==> src/include/tpi_pkg.sv <==
package tpi_pkg;

  // Image geometry
  localparam int IMG_BYTES  = 12;
  localparam int DATA_BYTES = 11;
  localparam int DATA_W     = 88;
  localparam int BYTE_W     = 8;

  // Command and status byte fields
  localparam int CMD_MODE_BIT = 7;
  localparam int CMD_DIR_BIT  = 6;
  localparam int CMD_NEXT_BIT = 0;
  localparam int IDX_W        = 6;
  localparam int STS_MODE_BIT = 7;
  localparam int STS_ERR_BIT  = 6;
  localparam int STS_FULL_BIT = 3;
  localparam int STS_NEW_BIT  = 2;
  localparam int STS_SAME_BIT = 1;
  localparam int STS_ACK_BIT  = 0;

  // Register bank
  localparam int             REG_W       = 16;
  localparam int             REG_NUM     = 64;
  localparam logic [5:0]     CMD_REG_IDX = 6'h07;
  localparam logic [15:0]    REG_RST     = 16'h0000;

  // Telegram buffer
  localparam int FIFO_DEPTH = 32;
  localparam int TEL_W      = 90;

  // Reset values
  localparam logic [7:0]  STATUS_RST = 8'h00;
  localparam logic [87:0] DATA_RST   = 88'h0;

  typedef enum logic {TPI_MODE_PD, TPI_MODE_REG} tpi_mode_t;

  // Status byte for register communication: acknowledge, direction, index
  function automatic logic [7:0] reg_status(input logic dir, input logic [5:0] idx);
    reg_status = {1'b1, dir, idx};
  endfunction

endpackage

==> src/rtl/tpi_fifo.sv <==
`timescale 1ns/1ps
module tpi_fifo #(
  parameter int WIDTH = 90,
  parameter int DEPTH = 32
) (
  // Clock and reset
  input  wire logic                       clk_i,
  input  wire logic                       rst_n_i,
  // Fill side
  input  wire logic                       in_valid_i,
  input  wire logic [WIDTH-1:0]           in_data_i,
  output logic                            in_ready_o,
  // Drain side
  output logic                            out_valid_o,
  output logic [WIDTH-1:0]                out_data_o,
  input  wire logic                       out_ready_i,
  // Level
  output logic [$clog2(DEPTH):0]          count_o
);
  localparam int AW = $clog2(DEPTH);

  logic [WIDTH-1:0] mem [DEPTH];
  logic [AW-1:0]    wr_ptr_ff;
  logic [AW-1:0]    rd_ptr_ff;
  logic [AW:0]      count_ff;
  logic [AW-1:0]    nxt_wr_ptr;
  logic [AW-1:0]    nxt_rd_ptr;
  logic [AW:0]      nxt_count;
  logic             push;
  logic             pop;

  assign in_ready_o  = (count_ff != (AW+1)'(DEPTH));
  assign out_valid_o = (count_ff != '0);
  assign out_data_o  = mem[rd_ptr_ff];
  assign count_o     = count_ff;
  assign push        = in_valid_i && in_ready_o;
  assign pop         = out_valid_o && out_ready_i;

  always_comb
  begin
    nxt_wr_ptr = push ? wr_ptr_ff + 1'b1 : wr_ptr_ff;
    nxt_rd_ptr = pop ? rd_ptr_ff + 1'b1 : rd_ptr_ff;
    nxt_count  = count_ff;
    if (push && !pop)
    begin
      nxt_count = count_ff + 1'b1;
    end
    else if (pop && !push)
    begin
      nxt_count = count_ff - 1'b1;
    end
  end

  always_ff @(posedge clk_i)
  begin
    if (!rst_n_i)
    begin
      wr_ptr_ff <= '0;
      rd_ptr_ff <= '0;
      count_ff  <= '0;
    end
    else
    begin
      wr_ptr_ff <= nxt_wr_ptr;
      rd_ptr_ff <= nxt_rd_ptr;
      count_ff  <= nxt_count;
    end
  end

  // Storage needs no reset; only occupied slots are ever read
  always_ff @(posedge clk_i)
  begin
    if (push)
    begin
      mem[wr_ptr_ff] <= in_data_i;
    end
  end

endmodule

==> src/rtl/tpi_regbank.sv <==
`timescale 1ns/1ps
module tpi_regbank (
  // Clock and reset
  input  wire logic        clk_i,
  input  wire logic        rst_n_i,
  // Write port
  input  wire logic        wr_en_i,
  input  wire logic [5:0]  wr_idx_i,
  input  wire logic [15:0] wr_data_i,
  // Read port
  input  wire logic [5:0]  rd_idx_i,
  output logic      [15:0] rd_data_o,
  // Command register contents
  output logic      [15:0] cmd_reg_o
);
  logic [15:0] mem_ff  [tpi_pkg::REG_NUM];
  logic [15:0] nxt_mem [tpi_pkg::REG_NUM];

  assign rd_data_o = mem_ff[rd_idx_i];
  assign cmd_reg_o = mem_ff[tpi_pkg::CMD_REG_IDX];

  always_comb
  begin
    for (int i = 0; i < tpi_pkg::REG_NUM; i++)
    begin
      nxt_mem[i] = mem_ff[i];
    end
    if (wr_en_i)
    begin
      nxt_mem[wr_idx_i] = wr_data_i;
    end
  end

  always_ff @(posedge clk_i)
  begin
    for (int i = 0; i < tpi_pkg::REG_NUM; i++)
    begin
      if (!rst_n_i)
      begin
        mem_ff[i] <= tpi_pkg::REG_RST;
      end
      else
      begin
        mem_ff[i] <= nxt_mem[i];
      end
    end
  end

endmodule

==> src/rtl/tpi_terminal_image.sv <==
`timescale 1ns/1ps
module tpi_terminal_image (
  // Clock and reset
  input  wire logic        REF_CLK_I,
  input  wire logic        RST_N_I,
  // Output image from the controller
  input  wire logic        XCHG_I,
  input  wire logic [7:0]  HOST_COMMAND_BYTE_I,
  input  wire logic [87:0] OUTBOUND_DATA_BYTE_I,
  // Input image toward the controller
  output logic      [7:0]  TERMINAL_STATUS_BYTE_O,
  output logic      [87:0] INBOUND_DATA_BYTE_O,
  output logic             REGISTER_COMM_SELECT_O,
  // Received telegram stream
  input  wire logic        RX_VALID_I,
  input  wire logic [87:0] RX_DATA_I,
  input  wire logic        RX_ERR_I,
  input  wire logic        RX_SAME_I,
  output logic             RX_READY_O,
  // Command register contents
  output logic      [15:0] CMD_REG_O
);

  localparam int CW = $clog2(tpi_pkg::FIFO_DEPTH) + 1;

  // Decoded command byte
  logic              cmd_mode;
  logic              cmd_dir;
  logic [5:0]        cmd_idx;
  logic              cmd_next;
  logic              reg_wr;
  logic [15:0]       reg_rd_data;
  logic [15:0]       reg_wr_data;

  // Telegram buffer
  logic              fifo_valid;
  logic [89:0]       fifo_data;
  logic              fifo_pop;
  logic [CW-1:0]     fifo_count;
  logic              fifo_full;

  // Image state
  tpi_pkg::tpi_mode_t mode_ff;
  tpi_pkg::tpi_mode_t nxt_mode;
  logic [7:0]         status_ff;
  logic [7:0]         nxt_status;
  logic [87:0]        data_ff;
  logic [87:0]        nxt_data;
  logic [87:0]        tel_ff;
  logic [87:0]        nxt_tel;
  logic               tel_err_ff;
  logic               nxt_tel_err;
  logic               tel_same_ff;
  logic               nxt_tel_same;
  logic               ack_ff;
  logic               nxt_ack;
  logic               new_tel;

  assign cmd_mode    = HOST_COMMAND_BYTE_I[tpi_pkg::CMD_MODE_BIT];
  assign cmd_dir     = HOST_COMMAND_BYTE_I[tpi_pkg::CMD_DIR_BIT];
  assign cmd_idx     = HOST_COMMAND_BYTE_I[tpi_pkg::IDX_W-1:0];
  assign cmd_next    = HOST_COMMAND_BYTE_I[tpi_pkg::CMD_NEXT_BIT];
  // Data byte 0 is the low half of the word, data byte 1 the high half
  assign reg_wr_data = OUTBOUND_DATA_BYTE_I[15:0];
  assign reg_wr      = XCHG_I && cmd_mode && cmd_dir;

  // A new telegram is only copied when the request bit has been toggled
  assign fifo_pop    = XCHG_I && !cmd_mode && (cmd_next != ack_ff) && fifo_valid;
  assign fifo_full   = (fifo_count == CW'(tpi_pkg::FIFO_DEPTH));
  assign new_tel     = fifo_pop ? (fifo_count > CW'(1)) : fifo_valid;

  tpi_regbank u_regs (
    .clk_i     (REF_CLK_I),
    .rst_n_i   (RST_N_I),
    .wr_en_i   (reg_wr),
    .wr_idx_i  (cmd_idx),
    .wr_data_i (reg_wr_data),
    .rd_idx_i  (cmd_idx),
    .rd_data_o (reg_rd_data),
    .cmd_reg_o (CMD_REG_O)
  );

  // Stalls the telegram source once all 32 slots hold unfetched telegrams
  tpi_fifo #(
    .WIDTH (tpi_pkg::TEL_W),
    .DEPTH (tpi_pkg::FIFO_DEPTH)
  ) u_fifo (
    .clk_i       (REF_CLK_I),
    .rst_n_i     (RST_N_I),
    .in_valid_i  (RX_VALID_I),
    .in_data_i   ({RX_SAME_I, RX_ERR_I, RX_DATA_I}),
    .in_ready_o  (RX_READY_O),
    .out_valid_o (fifo_valid),
    .out_data_o  (fifo_data),
    .out_ready_i (fifo_pop),
    .count_o     (fifo_count)
  );

  always_comb
  begin
    nxt_mode     = mode_ff;
    nxt_status   = status_ff;
    nxt_data     = data_ff;
    nxt_tel      = tel_ff;
    nxt_tel_err  = tel_err_ff;
    nxt_tel_same = tel_same_ff;
    nxt_ack      = ack_ff;
    if (fifo_pop)
    begin
      nxt_tel      = fifo_data[87:0];
      nxt_tel_err  = fifo_data[88];
      nxt_tel_same = fifo_data[89];
      nxt_ack      = cmd_next;
    end
    // The image is refreshed once per exchange and held in between
    if (XCHG_I)
    begin
      nxt_mode = cmd_mode ? tpi_pkg::TPI_MODE_REG : tpi_pkg::TPI_MODE_PD;
      unique case (nxt_mode)
        tpi_pkg::TPI_MODE_REG:
        begin
          // Echo of the request acknowledges it; telegram data stays hidden
          nxt_status = tpi_pkg::reg_status(cmd_dir, cmd_idx);
          nxt_data   = tpi_pkg::DATA_RST;
          if (!cmd_dir)
          begin
            nxt_data[15:0] = reg_rd_data;
          end
        end
        tpi_pkg::TPI_MODE_PD:
        begin
          nxt_status                        = tpi_pkg::STATUS_RST;
          nxt_status[tpi_pkg::STS_MODE_BIT] = 1'b0;
          nxt_status[tpi_pkg::STS_ERR_BIT]  = nxt_tel_err;
          nxt_status[tpi_pkg::STS_FULL_BIT] = fifo_full;
          nxt_status[tpi_pkg::STS_NEW_BIT]  = new_tel;
          nxt_status[tpi_pkg::STS_SAME_BIT] = nxt_tel_same;
          nxt_status[tpi_pkg::STS_ACK_BIT]  = nxt_ack;
          nxt_data                          = nxt_tel;
        end
      endcase
    end
  end

  always_ff @(posedge REF_CLK_I)
  begin
    if (!RST_N_I)
    begin
      mode_ff     <= tpi_pkg::TPI_MODE_PD;
      status_ff   <= tpi_pkg::STATUS_RST;
      data_ff     <= tpi_pkg::DATA_RST;
      tel_ff      <= tpi_pkg::DATA_RST;
      tel_err_ff  <= 1'b0;
      tel_same_ff <= 1'b0;
      ack_ff      <= 1'b0;
    end
    else
    begin
      mode_ff     <= nxt_mode;
      status_ff   <= nxt_status;
      data_ff     <= nxt_data;
      tel_ff      <= nxt_tel;
      tel_err_ff  <= nxt_tel_err;
      tel_same_ff <= nxt_tel_same;
      ack_ff      <= nxt_ack;
    end
  end

  // Byte 0 of the input image is the status byte, bytes 1 to 11 the data
  assign TERMINAL_STATUS_BYTE_O = status_ff;
  assign INBOUND_DATA_BYTE_O    = data_ff;
  assign REGISTER_COMM_SELECT_O = (mode_ff == tpi_pkg::TPI_MODE_REG);
endmodule

==> config.mk <==
export PLATFORM = sky130hd
export DESIGN_NAME = tpi_terminal_image
export DESIGN_NICKNAME = d
export VERILOG_FILES = /design/src/include/tpi_pkg.sv /design/src/rtl/tpi_fifo.sv /design/src/rtl/tpi_regbank.sv /design/src/rtl/tpi_terminal_image.sv
export SDC_FILE = /design/constraint.sdc
export NUM_CORES = 2
export LEC_CHECK = 0
export ABC_CLOCK_PERIOD_IN_PS = 7200
export BUFFER_PORTS_ARGS = -buffer_cell sky130_fd_sc_hd__clkbuf_2
export CAP_MARGIN = 20
export CORE_UTILIZATION = 55
export CTS_BUF_LIST = sky130_fd_sc_hd__clkbuf_8
export DETAILED_ROUTE_END_ITERATION = 12
export GPL_TIMING_DRIVEN = 0
export HOLD_SLACK_MARGIN = 0.03
export PLACE_DENSITY = 0.71
export SLEW_MARGIN = 40
export SYNTH_ARGS = -nofsm -noshare
export SYNTH_HDL_FRONTEND = slang
export SYNTH_SLANG_ARGS = --single-unit
==> constraint.sdc <==
create_clock -name REF_CLK_I -period 7.2 [get_ports REF_CLK_I]
set_input_delay 1.44 -clock REF_CLK_I [delete_from_list [all_inputs] [get_ports REF_CLK_I]]
set_output_delay 1.44 -clock REF_CLK_I [all_outputs]
set_load 0.01 [all_outputs]
# Word level (Yosys, flattened, before mapping)
# Memory sizes are Yosys's and may differ from the RTL's. A register that Yosys moved wholly into a read port is not among the register bits.
# Cells that the tools add are included.
# op_classes
add_sub_neg,4
magnitude_cmp,3
eq_ne,3
muxes,85
bitwise_logic,66
n_reduce_logical,15
# op_table
op,count
16-bit two-way mux,66
1024-bit bitwise mux,1
1024-bit two-way mux,1
88-bit case mux with 2 select lines,1
16-bit demux with 6-bit select,1
88-bit two-way mux,1
1-bit bitwise OR,64
8-bit case mux with 2 select lines,1
6-bit two-way mux,2
"5-bit by 1-bit adder with 5-bit output, second input constant",2
1-bit logical AND,10
5-bit two-way mux,2
1-bit two-way mux,9
"7-bit greater-or-equal comparator, second input constant",1
"7-bit by 1-bit less-than comparator with 1-bit output, second input constant",1
6-bit NOT with 7-bit output,1
"6-bit by 1-bit adder with 6-bit output, second input constant",1
"6-bit equality test, second input constant",1
"6-bit by 1-bit greater-than comparator with 1-bit output, second input constant",1
"6-bit != test, second input constant",1
6-bit nonzero test,1
"6-bit by 1-bit subtractor with 6-bit output, second input constant",1
1-bit logical NOT,3
2-bit nonzero test,1
2 further kinds,2
# word_totals
register_bits,204
ramBits,3904
output_inout_bits,114
memories,2
# memory_table
name,words,width,rd,rd_ports_with_merged_regs,write_ports,line,text
u_fifo.mem,32,90,1,1,1,tpi_fifo.sv:22,logic [WIDTH-1:0] mem [DEPTH];
u_regs.mem_ff,64,16,65,0,64,tpi_regbank.sv:16,logic [15:0] mem_ff [tpi_pkg::REG_NUM];

# Longest topological paths before layout
# depth
ltp_word,8
ltp_mapped,14
ltp_nobuf,11

# Hierarchy
# Synthesis repeated with hierarchy kept, for this count alone.
# hier_totals
hier_cells,11373
hier_area_um2,164864.4
# by_module_without_submodules
module,instances,cells_each,area_per_inst_um2
tpi_fifo,1,5167,110009.3
tpi_regbank,1,5199,46793.6
tpi_terminal_image,1,1007,8061.5

# Worst setup path before layout
# No wires, ideal clock.
# synth_path
kind,input port to flip-flop
start,input port RX_VALID_I
end,"memory u_fifo.mem[31][0], enable pin"
t_arrival_ns,5.866
slack_ns,0.794
cell_stages,4
path_buffers,1
path_cell_list,and2_1 clkbuf_1 nand2_1 nor2_1
# synth_via
elab_chain_len,3
# synth_lines
item,line,text
start: declaration,tpi_terminal_image.sv:15,"input wire logic RX_VALID_I,"
1-bit logical AND,tpi_fifo.sv:36,assign push = in_valid_i && in_ready_o;
via u_fifo.push,tpi_fifo.sv:29,logic push;
1-bit two-way mux,tpi_fifo.sv:73,if (push)
1-bit two-way mux (not written as such),tpi_fifo.sv:75,mem[wr_ptr_ff] <= in_data_i;
end: declaration,tpi_fifo.sv:22,
# The timed path passes the listed nets, and every way through them passes these cells.

# Worst setup path in the final report
# layout_path
start,"register u_fifo.count_ff[0], in the netlist u_fifo.count_o[0]"
end,"memory u_fifo.mem[27][66], enable pin"
# layout_via
elab_chain_len,4
# layout_lines
item,line,text
start: declaration,tpi_fifo.sv:25,logic [AW:0] count_ff;
start signal: assignment,tpi_fifo.sv:66,count_ff <= nxt_count;
6-bit != test,tpi_fifo.sv:32,assign in_ready_o = (count_ff != (AW+1)'(DEPTH));
1-bit logical AND,tpi_fifo.sv:36,
via u_fifo.push,tpi_fifo.sv:29,
1-bit two-way mux,tpi_fifo.sv:73,
1-bit two-way mux (not written as such),tpi_fifo.sv:75,
# The timed path passes the listed nets, and every way through them passes these cells.

==> run summary <==
Outcome: finished clean
Die Y: 542 um
Yosys reg bits: 4112
Vias per cell: 6.53
Max Fclk: 214 MHz
Least-Margin Pin Slew: 0.983 ns
RD Place Congestion: 1.06
Setup TNS Final: 0 ns
Cts hold-fix bufs: 0
Sink of the worst hold path: INBOUND_DATA_BYTE_O[82]$_SDFFE_PN0P_
Final setup fails: 0
H-tree Lvls: 6
Worst-path maximum fanout: 14
Number of flops mapped to enable cells by yosys: 2880
Hold Path Cell Cnt: 2
Die ar.: 0.294 sq mm
Boundary Pins: 304
Yosys warning total: 0
# clock sinks: 4112
Startpoint types: register
Reg2Reg Depth: 13
Maxcap violations: 0
R2r setup slk: 2.52 ns
Peak supply drop: 0.229 mV
Slowest Stage Delay on Critical Path: 0.65 ns
Root Driver: clkbuf_8
Critical Path End Type: register
Slowest-stage cell, CP: nand2_1
Largest net degree at the start of global routing: 33
Initial Util: 55.3%
Worst skew pair latency: 1.24 ns
Setup Buffers After CTS: 0
RSZ-0062 raised after global routing: no
Final Max Tran Viols: 0
Initial drt markers: 14600
Synthesized Nets: 10600
Initial antenna violation count: 62
FF-to-FF Start: u_fifo.count_o[0]$_SDFFE_PN0P_
Final Hold Vio Count: 0
Post-Synthesis Mean Instance Area: 15.5 sq um
DRC violations left: 0
Sequential area share after synthesis: 69.2%
Most common flop cell mapped by yosys: edfxtp_1
Overflow after GRT: 0
Setup CP Type: reg -> reg
Skew final: 0.0716 ns
Drt total wl: 563 mm
First-pass GRT wire length: 774 mm
Synth async-reset ratio: 0%
Core Area: 0.291 sq mm
Cell count after synthesis: 10400
Area growth, synth to finish: 16.0%
Worst slew margin: 34.5%
Power after layout: 49.2 mW
Final #Nets: 11700
Drt pass-1 iters: 8
Required time of the critical path: 8.10 ns
TritonCTS clock tree: built
Row count: 198
CTS buffer count: 646
Routed Antenna Nets: 0
Number of global-route vias before repair: 102000
Hold crit path type: reg -> reg
PwrDens: 264 mW/mm^2
Port Buffers: 213
Most frequent CP cell: buf_16
FF-to-FF End: u_fifo.mem[27][66]$_DFFE_PP_
Hpwl dp: 399 mm
Die X: 542 um
PostCTS Resize Cnt: 0
Hold path start: INBOUND_DATA_BYTE_O[82]$_SDFFE_PN0P_
Wire length per cell: 35.2 um
Post-synth cell types: 52
Via count: 104000
Clock tree buffer depth: 4
Period minus WS final: 4.68 ns
Mapped Area: 0.161 sq mm
Arr. time, crit path: 5.57 ns
Clock transition at path regs: 0.07 ns
Period utilization: 64.9%
Leakage: 59.3 nW
Share of post-route cells with drive strength above 1: 23.3%
Worst path cell trace: inv_1 > ha_1 > nand3_1 > and2_1 > clkbuf_1 > nand2_1 > nor2_4 > buf_16 > buf_8 > buf_16 > buf_16 > buf_8 > buf_16
GRT Util Overall: 38.1%
## stage by stage
stage | cell area (sq um) | setup slack [ns] | std cells | hold slack, ns | utilization (%)
final | 186000 | 2.52 | 16000 | 0.451 | 64.1
after global routing | 186000 | 2.48 | 16000 | 0.467 | 64.1
after CTS | 186000 | 2.65 | 15900 | 0.454 | 64.1
after detailed placement | 174000 | 1.67 | 14800 | 0.442 | 59.8
after global placement | 167000 | -5.45 | 14500 | 0.439 | 57.3
after floorplan | 161000 | 0.794 | 10400 | 0.433 | -
## Yosys cell counts, types with 2 or more instances
cell	instances	area [sq um]
edfxtp_1	2880	86500
nand2_1	1325	4970
dfxtp_1	1232	24700
mux4_2	976	22000
a21oi_1	934	4670
o21ai_0	675	3380
clkbuf_1	562	2110
mux2i_1	475	4750
nor2_1	334	1250
o21ai_1	148	741
a22oi_1	144	1080
buf_2	108	541
buf_1	104	390
a221oi_1	64	561
a22o_1	64	561
buf_4	51	383
nand3_1	46	230
nand4_1	39	244
o22ai_1	32	200
buf_6	29	327
o221ai_1	17	149
o31a_1	16	140
xor2_1	10	87.6
ha_1	9	113
nor2b_1	8	50.1
inv_1	7	26.3
or2_2	7	43.8
and2_1	5	31.3
and3_1	5	31.3
nand2b_1	5	31.3
nor3_1	5	25.0
and3b_1	4	35.0
nand3b_1	4	30.0
nor3b_1	4	30.0
xnor2_1	4	35.0
nor2_2	3	18.8
nor2_4	3	33.8
or3_1	3	18.8
or4_1	3	22.5
a31o_1	2	17.5
nor4_1	2	12.5
## worst max-delay path by stage
stage                                         startpoint                             endpoint  slack (ns)
after CTS                 u_fifo.count_o[0]$_SDFFE_PN0P_         u_fifo.mem[27][66]$_DFFE_PP_        2.65
after floorplan                               RX_VALID_I          u_fifo.mem[31][0]$_DFFE_PP_        0.79
after global placement                        RX_VALID_I         u_fifo.mem[11][64]$_DFFE_PP_       -5.45
final                     u_fifo.count_o[0]$_SDFFE_PN0P_         u_fifo.mem[27][66]$_DFFE_PP_        2.52
after detailed placement          HOST_COMMAND_BYTE_I[0]  INBOUND_DATA_BYTE_O[7]$_SDFFE_PN0P_        1.67
after global routing      u_fifo.count_o[0]$_SDFFE_PN0P_         u_fifo.mem[27][66]$_DFFE_PP_        2.48
## cell type report
type                       instances  area (sq um)
sequential                      4112        111000
clock inverter                   449          2610
inverter                           8          30.0
multi-input combinational       5384         46000
tap                             3900          4880
timing repair buffer             522          7660
antenna                           37          92.6
buffer                           855          4030
clock buffer                     719          9900
fill                           20300        104000
## power by group
| part | total (mW) | switching (mW) | internal, mW |
|---|---|---|---|
| clock | 19.3 | 9.51 | 9.77 |
| sequential | 25.7 | 0.114 | 25.6 |
| combinational | 4.23 | 2.68 | 1.56 |
| total | 49.2 | 12.3 | 36.9 |
## layout by cell type, fill, tap and decap left out, drive strengths merged, types with 5 or more instances in the layout
cell type     n
and2          5
nand2b        5
and3          5
a21oi       934
nor2b         8
clkbuf     1498
or2           7
diode        37
o22ai        32
o31a         16
inv         258
o21ai       823
clkinvlp      7
clkinv      178
dfxtp      1232
mux4        976
nand3        47
a22oi       144
bufinv       14
nand2      1326
nand4        39
a221oi       64
nor3          5
a22o         64
mux2i       475
ha            9
xor2         10
buf         598
o221ai       17
nor2        340
edfxtp     2880
## per-layer routing
metal	wire length [um]	vias to the layer above	share of wire [%]	global-route usage, %
met5	464	-	0.082	0
met4	43200	40	7.7	25.6
met3	57300	1596	10	8.72
met2	260000	7262	46	59.1
met1	202000	53100	36	48.3
li1	-	42400	-	-
## worst max-delay path, delay by kind of cell, from the launching register on
family        cells  cell delay (ns)
fa+ha+maj         1             0.26
buf+inv           8             1.72
flops             1             0.45
simple gates      4             1.85
## state kept, by name, summed over array words and instances, names as in the netlist, named ones only
| signal | cells |
|---|---|
| INBOUND_DATA_BYTE_O | 88 |
| TERMINAL_STATUS_BYTE_O | 8 |
| ack_ff | 1 |
| tel_err_ff | 1 |
| tel_ff | 88 |
| tel_same_ff | 1 |
| u_fifo.count_o | 6 |
| u_fifo.mem | 2880 |
| u_fifo.rd_ptr_ff | 5 |
| u_fifo.wr_ptr_ff | 5 |
| u_regs.mem_ff | 1024 |
## cells by family (layout without fill, tap and decap cells)
kind of cell               Yosys count  after routing  synth area share, %
DFF                               4112           4112                 69.2
AOI/OAI and AO/OA                 2098           2098                 7.17
and+or+nand+nor                   1812           1812                 4.47
muxes                             1451           1451                 16.6
buffers and inverters              863           2553                 2.36
xor gates and xnor gates            14             14               0.0763
adders and majority gates            9              9               0.0701
other                                0             37                    0
No activity file was read; power rests on OpenSTA's default activity.
